--- src/core/option_bank_params.svh ---
// constants for the option bit bank: offsets, fields, resets, timing
`ifndef OPTION_BANK_PARAMS_SVH
`define OPTION_BANK_PARAMS_SVH

// register indices; byte address is four times the index
`define IDX_PD_A       6'h10
`define IDX_PD_B       6'h11
`define IDX_BANK_ONE   6'h12
`define IDX_BANK_TWO   6'h13
`define IDX_RSVD_A     6'h14
`define IDX_STATUS     6'h15
`define IDX_RSVD_B     6'h1f

// option bank one fields
`define BIT_WDOG       0
`define BIT_LEVEL      1
`define BIT_PORT_IRQ   2
`define BIT_PD_INH     3
`define BIT_STOP_CONV  4
`define BIT_RC_OSC     5
`define BIT_THREE_PIN  6
`define BIT_STARTUP    7
// option bank two fields
`define BIT_SEC_LO     0
`define BIT_SEC_HI     1
// status fields
`define BIT_ST_SUSP    0
`define BIT_ST_BUSY    1
`define LSB_ST_COUNT   8

// reset values; erased cells are zero
`define RST_CELLS      16'h0000
`define RST_PD         8'h00

// startup waits in operating-clock cycles
`define WAIT_LONG      12'hfe0
`define WAIT_SHORT     12'h010

// reload period and nominal ring oscillator period
`define RELOAD_US      1000
`define RING_NS        1000

`define RESP_OKAY      2'h0
`define RESP_SLVERR    2'h2

`endif

--- src/core/option_bank_pkg.sv ---
// types shared by the option bit bank
package option_bank_pkg;

	typedef enum logic [1:0] {
		ST_IDLE     = 2'b00,
		ST_FETCH    = 2'b01,
		ST_LOAD_ONE = 2'b10,
		ST_LOAD_TWO = 2'b11
	} reload_state_e;

endpackage

--- src/core/option_cell_store.sv ---
// nonvolatile option cell image with a registered read port
module option_cell_store #(
	parameter int                 WIDTH = 8,
	parameter int                 DEPTH = 2,
	parameter logic [WIDTH*DEPTH-1:0] INIT = '0
) (
	input  wire logic                     i_clock,
	input  wire logic                     i_nrst,
	input  wire logic                     i_wr_en,
	input  wire logic [$clog2(DEPTH)-1:0] i_wr_addr,
	input  wire logic [WIDTH-1:0]         i_wr_data,
	input  wire logic [$clog2(DEPTH)-1:0] i_rd_addr,
	output logic      [WIDTH-1:0]         o_rd_data
);

	localparam int AW = $clog2(DEPTH);

	logic [WIDTH-1:0] cell_r [DEPTH];

	// reset stands in for the cells' stored content
	for (genvar g = 0; g < DEPTH; g++) begin : g_cell
		always_ff @(posedge i_clock or negedge i_nrst) begin
			if (!i_nrst)
				cell_r[g] <= INIT[g*WIDTH +: WIDTH];
			else if (i_wr_en && i_wr_addr == AW'(g))
				cell_r[g] <= i_wr_data;
		end
	end

	always_ff @(posedge i_clock or negedge i_nrst) begin
		if (!i_nrst)
			o_rd_data <= '0;
		else
			o_rd_data <= cell_r[i_rd_addr];
	end

endmodule

--- src/core/mask_option_config_bank.sv ---
// option bit bank: cell refresh, option outputs, axi4-lite registers
`include "option_bank_params.svh"

module mask_option_config_bank #(
	parameter int RING_PERIOD_NS = `RING_NS,
	parameter int RELOAD_US      = `RELOAD_US
) (
	input  wire logic        i_clock,
	input  wire logic        i_nrst,
	input  wire logic [7:0]  i_awaddr,
	input  wire logic        i_awvalid,
	output logic             o_awready,
	input  wire logic [31:0] i_wdata,
	input  wire logic [3:0]  i_wstrb,
	input  wire logic        i_wvalid,
	output logic             o_wready,
	output logic [1:0]       o_bresp,
	output logic             o_bvalid,
	input  wire logic        i_bready,
	input  wire logic [7:0]  i_araddr,
	input  wire logic        i_arvalid,
	output logic             o_arready,
	output logic [31:0]      o_rdata,
	output logic [1:0]       o_rresp,
	output logic             o_rvalid,
	input  wire logic        i_rready,
	input  wire logic        i_ring_osc,
	input  wire logic        i_stop_mode,
	input  wire logic        i_cell_program,
	input  wire logic        i_user_mode,
	input  wire logic        i_irq_n,
	input  wire logic [3:0]  i_port_a_low,
	input  wire logic        i_irq_ack,
	output logic             o_watchdog_enable,
	output logic             o_level_sense,
	output logic             o_port_irq_source,
	output logic             o_pulldown_inhibit,
	output logic             o_stop_conversion,
	output logic             o_rc_osc,
	output logic             o_three_terminal_osc,
	output logic [11:0]      o_startup_wait,
	output logic             o_nvm_protect,
	output logic [7:0]       o_port_a_pd_en,
	output logic [1:0]       o_port_b_pd_en,
	output logic             o_irq_request
);

	localparam int EDGES_RAW = (RELOAD_US * 1000) / RING_PERIOD_NS;
	localparam int RELOAD_EDGES = (EDGES_RAW < 1) ? 1 : EDGES_RAW;
	localparam int CW = $clog2(RELOAD_EDGES + 1);

	////////////////////////////////////////////////////////////////////////
	// declarations

	option_bank_pkg::reload_state_e state_r;
	logic [CW-1:0] ring_cnt_r;
	logic          ring_q_r;
	logic          ring_rise;
	logic          reload_tick;
	logic          suspended;
	logic [7:0]    bank_one_r;
	logic [1:0]    bank_two_r;
	logic [7:0]    reload_cnt_r;
	logic [7:0]    cell_rd_data;
	logic          cell_rd_addr;
	logic          cell_wr_en;
	logic [7:0]    pd_a_r;
	logic [1:0]    pd_b_r;
	logic          aw_full_r;
	logic          w_full_r;
	logic [5:0]    aw_idx_r;
	logic [31:0]   w_data_r;
	logic [3:0]    w_strb_r;
	logic          wr_fire;
	logic [5:0]    ar_idx;
	logic [31:0]   rd_word;
	logic [1:0]    rd_resp;
	logic          irq_q_r;
	logic [3:0]    pa_q_r;
	logic          irq_latch_r;
	logic          latch_set;
	logic          level_req;

	////////////////////////////////////////////////////////////////////////
	// ring-paced reload timing

	// the ring oscillator is slow next to i_clock, so its edges are counted
	assign ring_rise = i_ring_osc & ~ring_q_r;
	assign suspended = i_stop_mode | i_cell_program | cell_wr_en;
	assign reload_tick = ring_rise &&
		(ring_cnt_r == CW'(RELOAD_EDGES - 1));

	always_ff @(posedge i_clock or negedge i_nrst) begin
		if (!i_nrst)
			ring_q_r <= 1'b0;
		else
			ring_q_r <= i_ring_osc;
	end

	always_ff @(posedge i_clock or negedge i_nrst) begin
		if (!i_nrst)
			ring_cnt_r <= '0;
		else if (reload_tick)
			ring_cnt_r <= '0;
		else if (ring_rise)
			ring_cnt_r <= ring_cnt_r + CW'(1);
	end

	////////////////////////////////////////////////////////////////////////
	// reload sequence

	// a tick that lands during suspension is dropped, not deferred
	always_ff @(posedge i_clock or negedge i_nrst) begin
		if (!i_nrst) begin
			state_r <= option_bank_pkg::ST_FETCH;
		end else if (suspended) begin
			state_r <= option_bank_pkg::ST_IDLE;
		end else begin
			case (state_r)
			option_bank_pkg::ST_IDLE: begin
				if (reload_tick)
					state_r <= option_bank_pkg::ST_FETCH;
			end
			option_bank_pkg::ST_FETCH: begin
				state_r <= option_bank_pkg::ST_LOAD_ONE;
			end
			option_bank_pkg::ST_LOAD_ONE: begin
				state_r <= option_bank_pkg::ST_LOAD_TWO;
			end
			default: begin
				state_r <= option_bank_pkg::ST_IDLE;
			end
			endcase
		end
	end

	assign cell_rd_addr = (state_r == option_bank_pkg::ST_LOAD_ONE);

	// visible bits change only at a load step, otherwise they hold
	always_ff @(posedge i_clock or negedge i_nrst) begin
		if (!i_nrst) begin
			bank_one_r <= 8'(`RST_CELLS);
			bank_two_r <= '0;
		end else if (!suspended) begin
			if (state_r == option_bank_pkg::ST_LOAD_ONE)
				bank_one_r <= cell_rd_data;
			if (state_r == option_bank_pkg::ST_LOAD_TWO)
				bank_two_r <= cell_rd_data[1:0];
		end
	end

	always_ff @(posedge i_clock or negedge i_nrst) begin
		if (!i_nrst)
			reload_cnt_r <= '0;
		else if (!suspended && state_r == option_bank_pkg::ST_LOAD_TWO)
			reload_cnt_r <= reload_cnt_r + 8'h01;
	end

	// erased cells hold zero, so unprogrammed options read as zero
	option_cell_store #(
		.WIDTH (8),
		.DEPTH (2),
		.INIT  (`RST_CELLS)
	) u_cells (
		.i_clock   (i_clock),
		.i_nrst    (i_nrst),
		.i_wr_en   (cell_wr_en),
		.i_wr_addr (aw_idx_r == `IDX_BANK_TWO),
		.i_wr_data (w_data_r[7:0]),
		.i_rd_addr (cell_rd_addr),
		.o_rd_data (cell_rd_data)
	);

	////////////////////////////////////////////////////////////////////////
	// option outputs

	assign o_watchdog_enable    = bank_one_r[`BIT_WDOG];
	assign o_level_sense        = bank_one_r[`BIT_LEVEL];
	assign o_port_irq_source    = bank_one_r[`BIT_PORT_IRQ];
	assign o_pulldown_inhibit   = bank_one_r[`BIT_PD_INH];
	assign o_stop_conversion    = bank_one_r[`BIT_STOP_CONV];
	assign o_rc_osc             = bank_one_r[`BIT_RC_OSC];
	assign o_three_terminal_osc = bank_one_r[`BIT_THREE_PIN];

	always_ff @(posedge i_clock or negedge i_nrst) begin
		if (!i_nrst) begin
			o_startup_wait <= `WAIT_LONG;
			o_nvm_protect  <= 1'b1;
		end else begin
			o_startup_wait <= bank_one_r[`BIT_STARTUP] ?
				`WAIT_SHORT : `WAIT_LONG;
			o_nvm_protect  <= ~bank_two_r[`BIT_SEC_HI];
		end
	end

	always_ff @(posedge i_clock or negedge i_nrst) begin
		if (!i_nrst) begin
			o_port_a_pd_en <= '0;
			o_port_b_pd_en <= '0;
		end else begin
			o_port_a_pd_en <= ~pd_a_r &
				{8{~bank_one_r[`BIT_PD_INH]}};
			o_port_b_pd_en <= ~pd_b_r &
				{2{~bank_one_r[`BIT_PD_INH]}};
		end
	end

	////////////////////////////////////////////////////////////////////////
	// interrupt sensing

	assign latch_set = (irq_q_r & ~i_irq_n) ||
		(bank_one_r[`BIT_PORT_IRQ] && |(i_port_a_low & ~pa_q_r));
	assign level_req = bank_one_r[`BIT_LEVEL] && (~i_irq_n ||
		(bank_one_r[`BIT_PORT_IRQ] && |i_port_a_low));

	always_ff @(posedge i_clock or negedge i_nrst) begin
		if (!i_nrst) begin
			irq_q_r <= 1'b1;
			pa_q_r  <= '0;
		end else begin
			irq_q_r <= i_irq_n;
			pa_q_r  <= i_port_a_low;
		end
	end

	// a new edge in the acknowledge cycle still sets the latch
	always_ff @(posedge i_clock or negedge i_nrst) begin
		if (!i_nrst)
			irq_latch_r <= 1'b0;
		else if (latch_set)
			irq_latch_r <= 1'b1;
		else if (i_irq_ack)
			irq_latch_r <= 1'b0;
	end

	always_ff @(posedge i_clock or negedge i_nrst) begin
		if (!i_nrst)
			o_irq_request <= 1'b0;
		else
			o_irq_request <= irq_latch_r | level_req;
	end

	////////////////////////////////////////////////////////////////////////
	// axi4-lite write side

	assign wr_fire = aw_full_r && w_full_r && !o_bvalid;
	// option slots only take writes outside user mode, into the cells
	assign cell_wr_en = wr_fire && !i_user_mode &&
		w_strb_r[0] && (aw_idx_r == `IDX_BANK_ONE ||
		aw_idx_r == `IDX_BANK_TWO);

	always_ff @(posedge i_clock or negedge i_nrst) begin
		if (!i_nrst) begin
			o_awready <= 1'b1;
			aw_full_r <= 1'b0;
			aw_idx_r  <= '0;
		end else if (i_awvalid && o_awready) begin
			o_awready <= 1'b0;
			aw_full_r <= 1'b1;
			aw_idx_r  <= i_awaddr[7:2];
		end else if (wr_fire) begin
			aw_full_r <= 1'b0;
		end else if (o_bvalid && i_bready) begin
			o_awready <= 1'b1;
		end
	end

	always_ff @(posedge i_clock or negedge i_nrst) begin
		if (!i_nrst) begin
			o_wready <= 1'b1;
			w_full_r <= 1'b0;
			w_data_r <= '0;
			w_strb_r <= '0;
		end else if (i_wvalid && o_wready) begin
			o_wready <= 1'b0;
			w_full_r <= 1'b1;
			w_data_r <= i_wdata;
			w_strb_r <= i_wstrb;
		end else if (wr_fire) begin
			w_full_r <= 1'b0;
		end else if (o_bvalid && i_bready) begin
			o_wready <= 1'b1;
		end
	end

	always_ff @(posedge i_clock or negedge i_nrst) begin
		if (!i_nrst) begin
			o_bvalid <= 1'b0;
			o_bresp  <= `RESP_OKAY;
		end else if (wr_fire) begin
			o_bvalid <= 1'b1;
			if (aw_idx_r == `IDX_PD_A || aw_idx_r == `IDX_PD_B ||
				aw_idx_r == `IDX_BANK_ONE || aw_idx_r == `IDX_BANK_TWO ||
				aw_idx_r == `IDX_RSVD_A || aw_idx_r == `IDX_RSVD_B ||
				aw_idx_r == `IDX_STATUS)
				o_bresp <= `RESP_OKAY;
			else
				o_bresp <= `RESP_SLVERR;
		end else if (o_bvalid && i_bready) begin
			o_bvalid <= 1'b0;
		end
	end

	always_ff @(posedge i_clock or negedge i_nrst) begin
		if (!i_nrst) begin
			pd_a_r <= `RST_PD;
			pd_b_r <= '0;
		end else if (wr_fire && w_strb_r[0]) begin
			if (aw_idx_r == `IDX_PD_A)
				pd_a_r <= w_data_r[7:0];
			else if (aw_idx_r == `IDX_PD_B)
				pd_b_r <= w_data_r[1:0];
		end
	end

	////////////////////////////////////////////////////////////////////////
	// axi4-lite read side

	assign ar_idx = i_araddr[7:2];

	always_comb begin
		rd_word = '0;
		rd_resp = `RESP_OKAY;
		if (ar_idx == `IDX_BANK_ONE) begin
			rd_word[7:0] = bank_one_r;
		end else if (ar_idx == `IDX_BANK_TWO) begin
			rd_word[1:0] = bank_two_r;
		end else if (ar_idx == `IDX_STATUS) begin
			rd_word[`BIT_ST_SUSP] = suspended;
			rd_word[`BIT_ST_BUSY] = (state_r != option_bank_pkg::ST_IDLE);
			rd_word[`LSB_ST_COUNT +: 8] = reload_cnt_r;
		end else if (ar_idx == `IDX_PD_A || ar_idx == `IDX_PD_B ||
			ar_idx == `IDX_RSVD_A || ar_idx == `IDX_RSVD_B) begin
			rd_word = '0;
		end else begin
			rd_resp = `RESP_SLVERR;
		end
	end

	always_ff @(posedge i_clock or negedge i_nrst) begin
		if (!i_nrst) begin
			o_arready <= 1'b1;
			o_rvalid  <= 1'b0;
			o_rdata   <= '0;
			o_rresp   <= `RESP_OKAY;
		end else if (i_arvalid && o_arready) begin
			o_arready <= 1'b0;
			o_rvalid  <= 1'b1;
			o_rdata   <= rd_word;
			o_rresp   <= rd_resp;
		end else if (o_rvalid && i_rready) begin
			o_arready <= 1'b1;
			o_rvalid  <= 1'b0;
		end
	end

endmodule

--- config.mk ---
export PLATFORM = sky130hd
export DESIGN_NAME = mask_option_config_bank
export DESIGN_NICKNAME = d
export VERILOG_FILES = /design/src/core/option_bank_pkg.sv /design/src/core/option_cell_store.sv /design/src/core/mask_option_config_bank.sv
export VERILOG_INCLUDE_DIRS = /design/src /design/src/core
export SDC_FILE = /design/constraint.sdc
export NUM_CORES = 1
export LEC_CHECK = 0
export BUFFER_PORTS_ARGS = -buffer_cell sky130_fd_sc_hd__buf_2
export CAP_MARGIN = 20
export CORE_ASPECT_RATIO = 0.6
export CORE_MARGIN = 3
export CORE_UTILIZATION = 47
export CTS_CLUSTER_DIAMETER = 80
export DETAILED_ROUTE_END_ITERATION = 8
export PLACE_DENSITY = 0.75
export SLEW_MARGIN = 20
export SYNTH_ARGS = -nofsm -noshare
export SYNTH_HDL_FRONTEND = slang
export SYNTH_SLANG_ARGS = --single-unit
--- constraint.sdc ---
create_clock -name i_clock -period 2.1 [get_ports i_clock]
set_clock_uncertainty 0.2 [all_clocks]
set_input_delay 0.105 -clock i_clock [delete_from_list [all_inputs] [get_ports i_clock]]
set_output_delay 0.105 -clock i_clock [all_outputs]
set_load 0.01 [all_outputs]
==> results by group, run 1 <==
Global routing
  – Number of global-route vias before repair: 3,848
  – Wire length of the first global-routing pass: 19,600 µm
  – Grt total ovfl: 0
  – Total global routing track utilization: 20.7%
  – Antenna violations before repair: 0
  – Maximum number of pins on one net before global-route repair: 46

Route
  – DR iter-0 viols: 179
  – Per-cell routed wire length: 16.5 µm
  – Total number of vias: 3,763
  – Total detailed-routing wirelength: 12,100 µm
  – Number of design rule violations left after detail routing: 0
  – 1st-pass router iterations: 5
  – Avg Vias per Cell: 5.13
  – Post-route ant nets: 0

Synth
  – Flop and latch count out of synthesis: 125
  – Share of synthesized flip-flops with an asynchronous set or reset: 100%
  – Sequential fraction of the synthesis area: 59.8%
  – Synthesized area per cell: 12.3 µm²
  – Number of cells produced by synthesis: 425
  – Netlist Area Pre-Place: 0.00524 mm²
  – Predominant post-synthesis flop cell: sky130_fd_sc_hd__dfrtp_1
  – EDFF count, synth: 0
  – Post-synthesis cell type count: 47
  – Yosys warning total: 0

Placement
  – I/O Buffers: 87
  – Pre-CTS setup slack: -0.0767 ns
  – RD Place Congestion: 0.811
  – Detailed placer's ending HPWL: 7810 µm
  – Cell area reported after detailed placement: 0.00592 mm²

Min path
  – Start point of the worst min-delay path: i_araddr[4]
  – HP Class: primary input to register

Clock tree
  – H-Tree Depth: 4
  – CTS clk-pin slew, worst paths: 0.05 ns
  – TritonCTS clock tree: yes
  – CTS max path bufs: 2
  – Clk sinks: 125
  – Master cell of the clock root buffer: sky130_fd_sc_hd__clkbuf_16
  – Insertion delay of the later-clocked pin in the worst-skew pair: 0.41 ns
  – Clock buffer count from CTS: 17

Die
  – Floorplan die height: 87.8 µm
  – Number of placement rows: 29
  – Core area: 0.0107 mm²
  – IO Pins: 141
  – Die ar.: 0.0125 mm²
  – Horizontal extent of the die: 142 µm
  – Initial Utilization: 49.0%

Worst setup path
  – CP Max Fanout: 8
  – Kind of critical path: register to register
  – Worst reg2reg startpoint: aw_idx_r[3]$_DFFE_PN0P_
  – Launch point of the worst path: aw_idx_r[3]$_DFFE_PN0P_
  – Worst Path Required: 2.19 ns
  – Critical path data arrival time: 2.27 ns
  – CP Launch Type: register
  – Critical path capture point type: register

Final layout
  – Layout cell share with drive strength beyond 1: 37.8%
  – FILL cells: 800
  – Post-route cell area: 0.00703 mm²
  – Most common cell after layout, fill and taps aside: sky130_fd_sc_hd__dfrtp_1
  – Antenna fix cells: 0
  – Final Core Density: 65.7%
  – Area grow syn2layout: 34.2%
  – Net total in the final layout: 656
  – Most used cells in the layout excluding fill and tap cells: sky130_fd_sc_hd__dfrtp_1, sky130_fd_sc_hd__buf_2, sky130_fd_sc_hd__mux2_2, sky130_fd_sc_hd__nand2_1, sky130_fd_sc_hd__dlygate4sd3_1

Timing
  – Worst Slack Setup Final: -0.0830 ns
  – Fin. max-slew vios: 0
  – Final period util: 104%
  – Slew of the pin with the lowest slew margin: 0.617 ns
  – Count of final setup violators: 25
  – Worst rel slew slack: 58.9%
  – Final period demand of the worst path: 2.18 ns
  – Highest achievable clock rate: 0.458 GHz
  – Setup repair after global routing missed its margin: true
  – Final count of hold timing violations: 0
  – Hold_ws: 0.0162 ns

Power
  – Logic gate share of total power: 13.1%
  – Clk pwr share: 44.0%
  – Net switching share of the total power: 25.4%
  – Power share of the sequential group: 42.9%
  – Worst voltage drop across the vdd grid: 0.000651 V
  – Cell Pwr Density: 1010 mW/mm²
  – Sw Pwr: 1.80 mW
  – Reported leakage power: 3.45 nW
  – Internal Power: 5.28 mW

Run
  – Number of max-cap violations: 0

Status
  – Violations in the final reports: negative setup slack
  – Result of the run: complete, but fails checks
-- worst paths after layout --
path | end | slack (ns) | cells after the start
max | u_cells.cell_r[11]$_DFFE_PN0P_ | -0.08 | 4
min | o_rdata[1]$_DFFE_PN0P_ | 0.02 | 5
max reg2reg | u_cells.cell_r[11]$_DFFE_PN0P_ | -0.08 | 4
min reg2reg | o_port_a_pd_en[1]$_DFF_PN0_ | 0.21 | 1
max in group asynchronous | o_arready$_DFFE_PN1P_ | 0.91 | 3
min in group asynchronous | o_rdata[13]$_DFFE_PN0P_ | 0.06 | 2
-- kinds of logic (layout without fill, tap and decap cells) --
| family | count (synthesis) | after routing | share of synthesized area, % |
|---|---|---|---|
| AO/OA/AOI/OAI | 49 | 49 | 6.06 |
| XOR/XNOR | 12 | 12 | 2.01 |
| adder cells (fa/ha/maj) | 5 | 5 | 1.19 |
| buffers and inverters | 52 | 201 | 5.78 |
| flip-flops | 125 | 125 | 59.8 |
| multiplexers | 63 | 63 | 13.5 |
| other | 1 | 22 | 0.0715 |
| AND/OR/NAND/NOR | 118 | 118 | 11.6 |
-- per-stage QoR --
step	cells	power, mW	setup TNS [ns]
CTS	733	7.07	-1.16
global placement	662	3.78	-0.577
floorplan	446	3.46	-1.58
finish	734	7.08	-1.09
detailed placement	662	3.84	-1.33
global route	734	7.39	-2.69
-- cells in the mapped netlist, drive strengths merged (6+ instances only) --
cell type	count	share of area (%)
dfrtp	118	56
mux2	60	13
nand2	45	3.2
buf	30	4.2
nor2	26	2.2
o21ai	24	2.3
inv	17	1.2
nand3	8	1.0
a21oi	7	0.67
dfstp	7	3.5
xor2	7	1.2
nand4	6	0.72
-- power by group through the flow --
stage	registers [mW]	logic [mW]	clock network, mW
3_3_place_gp	3.03	0.755	0
5_1_grt	3.08	1.02	3.29
3_5_place_dp	3.05	0.788	0
6_report	3.04	0.928	3.12
4_1_cts	3.02	0.900	3.14
2_1_floorplan	3.00	0.460	0
-- sequential cells by signal, summed over array words and instances (netlist names), 4 cells and up --
name and cells:
aw_idx_r 6, o_port_a_pd_en 8, ring_cnt_r 10, pa_q_r 4
bank_one_r 8, pd_a_r 8, o_rdata 16, u_cells.o_rd_data 8
reload_cnt_r 8, u_cells.cell_r 16, w_data_r 8
-- repair_timing --
item	4_1_cts	5_1_grt
setup endpoints to repair	35	40
pin swaps	2	2
setup buffers	2	2
hold buffers	37	0
gates resized for setup	9	11
endpoints found under the hold margin	143	0
-- area by class of cell --
cell class | instances | area [µm²] | area share (%)
Sequential cell | 125 | 3140 | 44.6
Multi-Input combinational cell | 269 | 1980 | 28.1
Timing Repair Buffer | 152 | 1050 | 14.9
Clock buffer | 21 | 470 | 6.69
Tap cell | 139 | 174 | 2.47
Clock inverter | 11 | 164 | 2.33
Inverter | 17 | 63.8 | 0.907
-- critical path, cell delays in order (launching register included) --
cell and delay [ns]:
sky130_fd_sc_hd__dfrtp_1 0.38, sky130_fd_sc_hd__or3b_4 0.43, sky130_fd_sc_hd__or4_4 0.50, sky130_fd_sc_hd__nor2_8 0.19, sky130_fd_sc_hd__mux2_2 0.36
-- per-layer routing --
metal | vias up | track usage, % | wire, µm
met3 | 21 | 5.51 | 855
met4 | 0 | 8.80 | 209
li1 | 1741 | - | -
met2 | 153 | 32.9 | 5500
met5 | - | 0 | 0
met1 | 1848 | 27.2 | 5520
Power figures use the tool's default switching activity.
==> run 2: changes to the inputs <==
--- a/config.mk
+++ b/config.mk
@@ -14,6 +14,7 @@
 export CTS_CLUSTER_DIAMETER = 80
 export DETAILED_ROUTE_END_ITERATION = 8
 export PLACE_DENSITY = 0.75
+export SETUP_SLACK_MARGIN = 0.15
 export SLEW_MARGIN = 20
 export SYNTH_ARGS = -nofsm -noshare
 export SYNTH_HDL_FRONTEND = slang
==> results by group, run 2 (synthesized netlist as in run 1, its figures left out) <==
Power
  – Worst voltage drop across the vdd grid: 0.000711 V (+9.1%)
  – Clk pwr share: 43.6% (-0.4 points)
  – Cell Pwr Density: 980 mW/mm² (-2.6%)
  – Power share of the sequential group: 43.0% (about the same)
  – Net switching share of the total power: 25.5% (+0.091 points)
  – Reported leakage power: 3.50 nW (+1.7%)
  – Logic gate share of total power: 13.4% (+0.3 points)
  – Internal Power: 5.23 mW (-0.85%)
  – Sw Pwr: 1.79 mW (-0.38%)

Clock tree
  – CTS max path bufs: 2 (unchanged)
  – Clk sinks: 125 (unchanged)
  – TritonCTS clock tree: yes
  – Master cell of the clock root buffer: sky130_fd_sc_hd__clkbuf_16
  – Insertion delay of the later-clocked pin in the worst-skew pair: 0.40 ns (about the same)
  – H-Tree Depth: 4 (unchanged)
  – CTS clk-pin slew, worst paths: 0.06 ns (about the same)
  – Clock buffer count from CTS: 17 (unchanged)

Global routing
  – Number of global-route vias before repair: 3,768 (-2.1%)
  – Grt total ovfl: 0 (unchanged)
  – Antenna violations before repair: 0 (unchanged)
  – Total global routing track utilization: 19.4% (-1.2 points)
  – Maximum number of pins on one net before global-route repair: 31 (-33%)
  – Wire length of the first global-routing pass: 18,800 µm (-4.1%)

Route
  – Per-cell routed wire length: 15.7 µm (-4.7%)
  – Number of design rule violations left after detail routing: 0 (unchanged)
  – Sum of met2 wire segment lengths after detailed routing: 5290 µm (-3.9%)
  – Met3 routed wirelength: 602 µm (-30%)
  – 1st-pass router iterations: 4 (-1)
  – Total detailed-routing wirelength: 11,600 µm (-3.7%)
  – Total number of vias: 3,742 (-0.56%)
  – Uppermost routed layer: met4
  – DR iter-0 viols: 165 (-7.8%)
  – Post-route ant nets: 0 (unchanged)
  – Avg Vias per Cell: 5.04 (-1.6%)
  – Total routed wire length on the met1 layer: 5650 µm (+2.4%)

Worst setup path
  – Critical path capture point type: register
  – CP Cell Sequence: or3b_4, or4_4, nor2_8, mux2_2
  – CP Launch Type: register
  – Library cell contributing the largest single delay on the critical path: sky130_fd_sc_hd__or4_4
  – Worst Path Required: 2.18 ns (about the same)
  – Kind of critical path: register to register
  – Worst reg2reg startpoint: aw_idx_r[3]$_DFFE_PN0P_
  – CP Max Fanout: 8 (unchanged)
  – R2r endpoint: u_cells.cell_r[8]$_DFFE_PN0P_
  – Depth of the worst register-to-register path: 4 (unchanged)
  – Stage delay of the slowest cell on the critical path: 0.50 ns (about the same)
  – Critical path data arrival time: 2.25 ns (-0.02 ns)
  – Reg2reg setup slack: -0.06 ns (+0.02 ns)

Die
  – IO Pins: 141 (unchanged)
  – Floorplan die height: 87.8 µm (unchanged)
  – Number of placement rows: 29 (unchanged)
  – Core area: 0.0107 mm² (unchanged)
  – Initial Utilization: 49.0% (unchanged)
  – Horizontal extent of the die: 142 µm (unchanged)
  – Die ar.: 0.0125 mm² (unchanged)

Timing
  – Count of final setup violators: 28 (+12%)
  – Setup repair after global routing missed its margin: true
  – Worst Slack Setup Final: -0.0649 ns (+0.0181 ns)
  – Highest achievable clock rate: 0.462 GHz (+0.84%)
  – Worst rel slew slack: 63.4% (+4.5 points)
  – Fin. max-slew vios: 0 (unchanged)
  – Slew of the pin with the lowest slew margin: 0.550 ns (-0.0676 ns)
  – Final period demand of the worst path: 2.16 ns (-0.0181 ns)
  – Hold_ws: -0.0111 ns (-0.0273 ns)
  – Final period util: 103% (-0.86 points)
  – Final count of hold timing violations: 4 (+4)

Placement
  – I/O Buffers: 87 (unchanged)
  – RD Place Congestion: 0.806 (-0.64%)
  – Detailed placer's ending HPWL: 7880 µm (+0.91%)
  – Cell area reported after detailed placement: 0.00594 mm² (+0.40%)
  – Instance count after placement with tap cells included: 662 (unchanged)

Status
  – Result of the run: complete, but fails checks
  – Violations in the final reports: negative hold slack, negative setup slack

Final layout
  – Registers with the most flip-flops: o_rdata (16), u_cells.cell_r (16), ring_cnt_r (10)
  – Area grow syn2layout: 36.8%
  – Most used cells in the layout excluding fill and tap cells: sky130_fd_sc_hd__dfrtp_1, sky130_fd_sc_hd__buf_2, sky130_fd_sc_hd__mux2_2
  – Post-route cell area: 0.00717 mm² (+1.9%)
  – Net total in the final layout: 664 (+1.2%)
  – Most common cell after layout, fill and taps aside: sky130_fd_sc_hd__dfrtp_1
  – Count of placed standard cells in the final layout, fillers left out: 742 (+1.1%)
  – Antenna fix cells: 0 (unchanged)
  – Layout cell share with drive strength beyond 1: 40.0% (+2.2 points)

Run
  – Number of max-cap violations: 0 (unchanged)

Min path
  – HP Class: primary input to asynchronous set/reset pin
## run 2: metal layers
layer	up-vias	GRT usage, %
li1	1760	-
met1	1849	27.0
met2	124	30.4
met3	9	4.58
met4	0	6.99
met5	-	0
## run 2: metrics by stage
step | util [%] | worst slack, ns | total power [mW] | hold WS, ns | setup TNS (ns)
floorplan | - | -0.114 | 3.46 | -0.391 | -1.58
detailed placement | 55.5 | -0.0694 | 3.85 | -0.127 | -1.05
finish | 67.0 | -0.0649 | 7.03 | -0.0111 | -0.734
global placement | 55.5 | -0.0467 | 3.78 | -0.132 | -0.708
global route | 67.0 | -0.103 | 7.35 | 0.0210 | -2.37
CTS | 65.5 | -0.0517 | 7.04 | 0.00126 | -0.647
## run 2: area by class of cell
type,count,area (µm²)
Fill cell,777,3530
Sequential cell,125,3140
Multi-Input combinational cell,269,2020
Timing Repair Buffer,160,1150
Clock buffer,19,443
Clock inverter,13,188
Tap cell,139,174
Inverter,17,63.8
## run 2: power by group through the flow
stage          clock, mW  sequential (mW)  combinational [mW]
2_1_floorplan          0             3.00               0.460
3_3_place_gp           0             3.02               0.756
3_5_place_dp           0             3.05               0.799
4_1_cts             3.12             3.02               0.904
5_1_grt             3.24             3.06                1.04
6_report            3.07             3.02               0.938
## run 2: critical path, delay by kind of cell, from the launching register on
kind | cells | cell delay, ns
DFF | 1 | 0.38
muxes | 1 | 0.36
and+or+nand+nor | 3 | 1.11
## run 2: worst max-delay path by stage
stage | slack (ns) | cells after the start | endpoint | startpoint
after floorplan | -0.11 | 4 | u_cells.cell_r[10]$_DFFE_PN0P_ | o_bvalid$_DFFE_PN0P_
after global placement | -0.05 | 4 | u_cells.cell_r[10]$_DFFE_PN0P_ | aw_idx_r[3]$_DFFE_PN0P_
after detailed placement | -0.07 | 4 | u_cells.cell_r[8]$_DFFE_PN0P_ | aw_idx_r[3]$_DFFE_PN0P_
after CTS | -0.05 | 6 | pd_a_r[2]$_DFFE_PN0P_ | aw_idx_r[3]$_DFFE_PN0P_
after global routing | -0.10 | 4 | u_cells.cell_r[8]$_DFFE_PN0P_ | aw_idx_r[3]$_DFFE_PN0P_
final | -0.06 | 4 | u_cells.cell_r[8]$_DFFE_PN0P_ | aw_idx_r[3]$_DFFE_PN0P_
## run 2: timing repair
item / 4_1_cts / 5_1_grt
pin swaps: 4 / 6
gates resized for setup: 9 / 16
buffers inserted: 3 / 8
endpoints found under the setup margin: 38 / 47
hold buffers: 37 / 0
hold endpoints to repair: 162 / 0
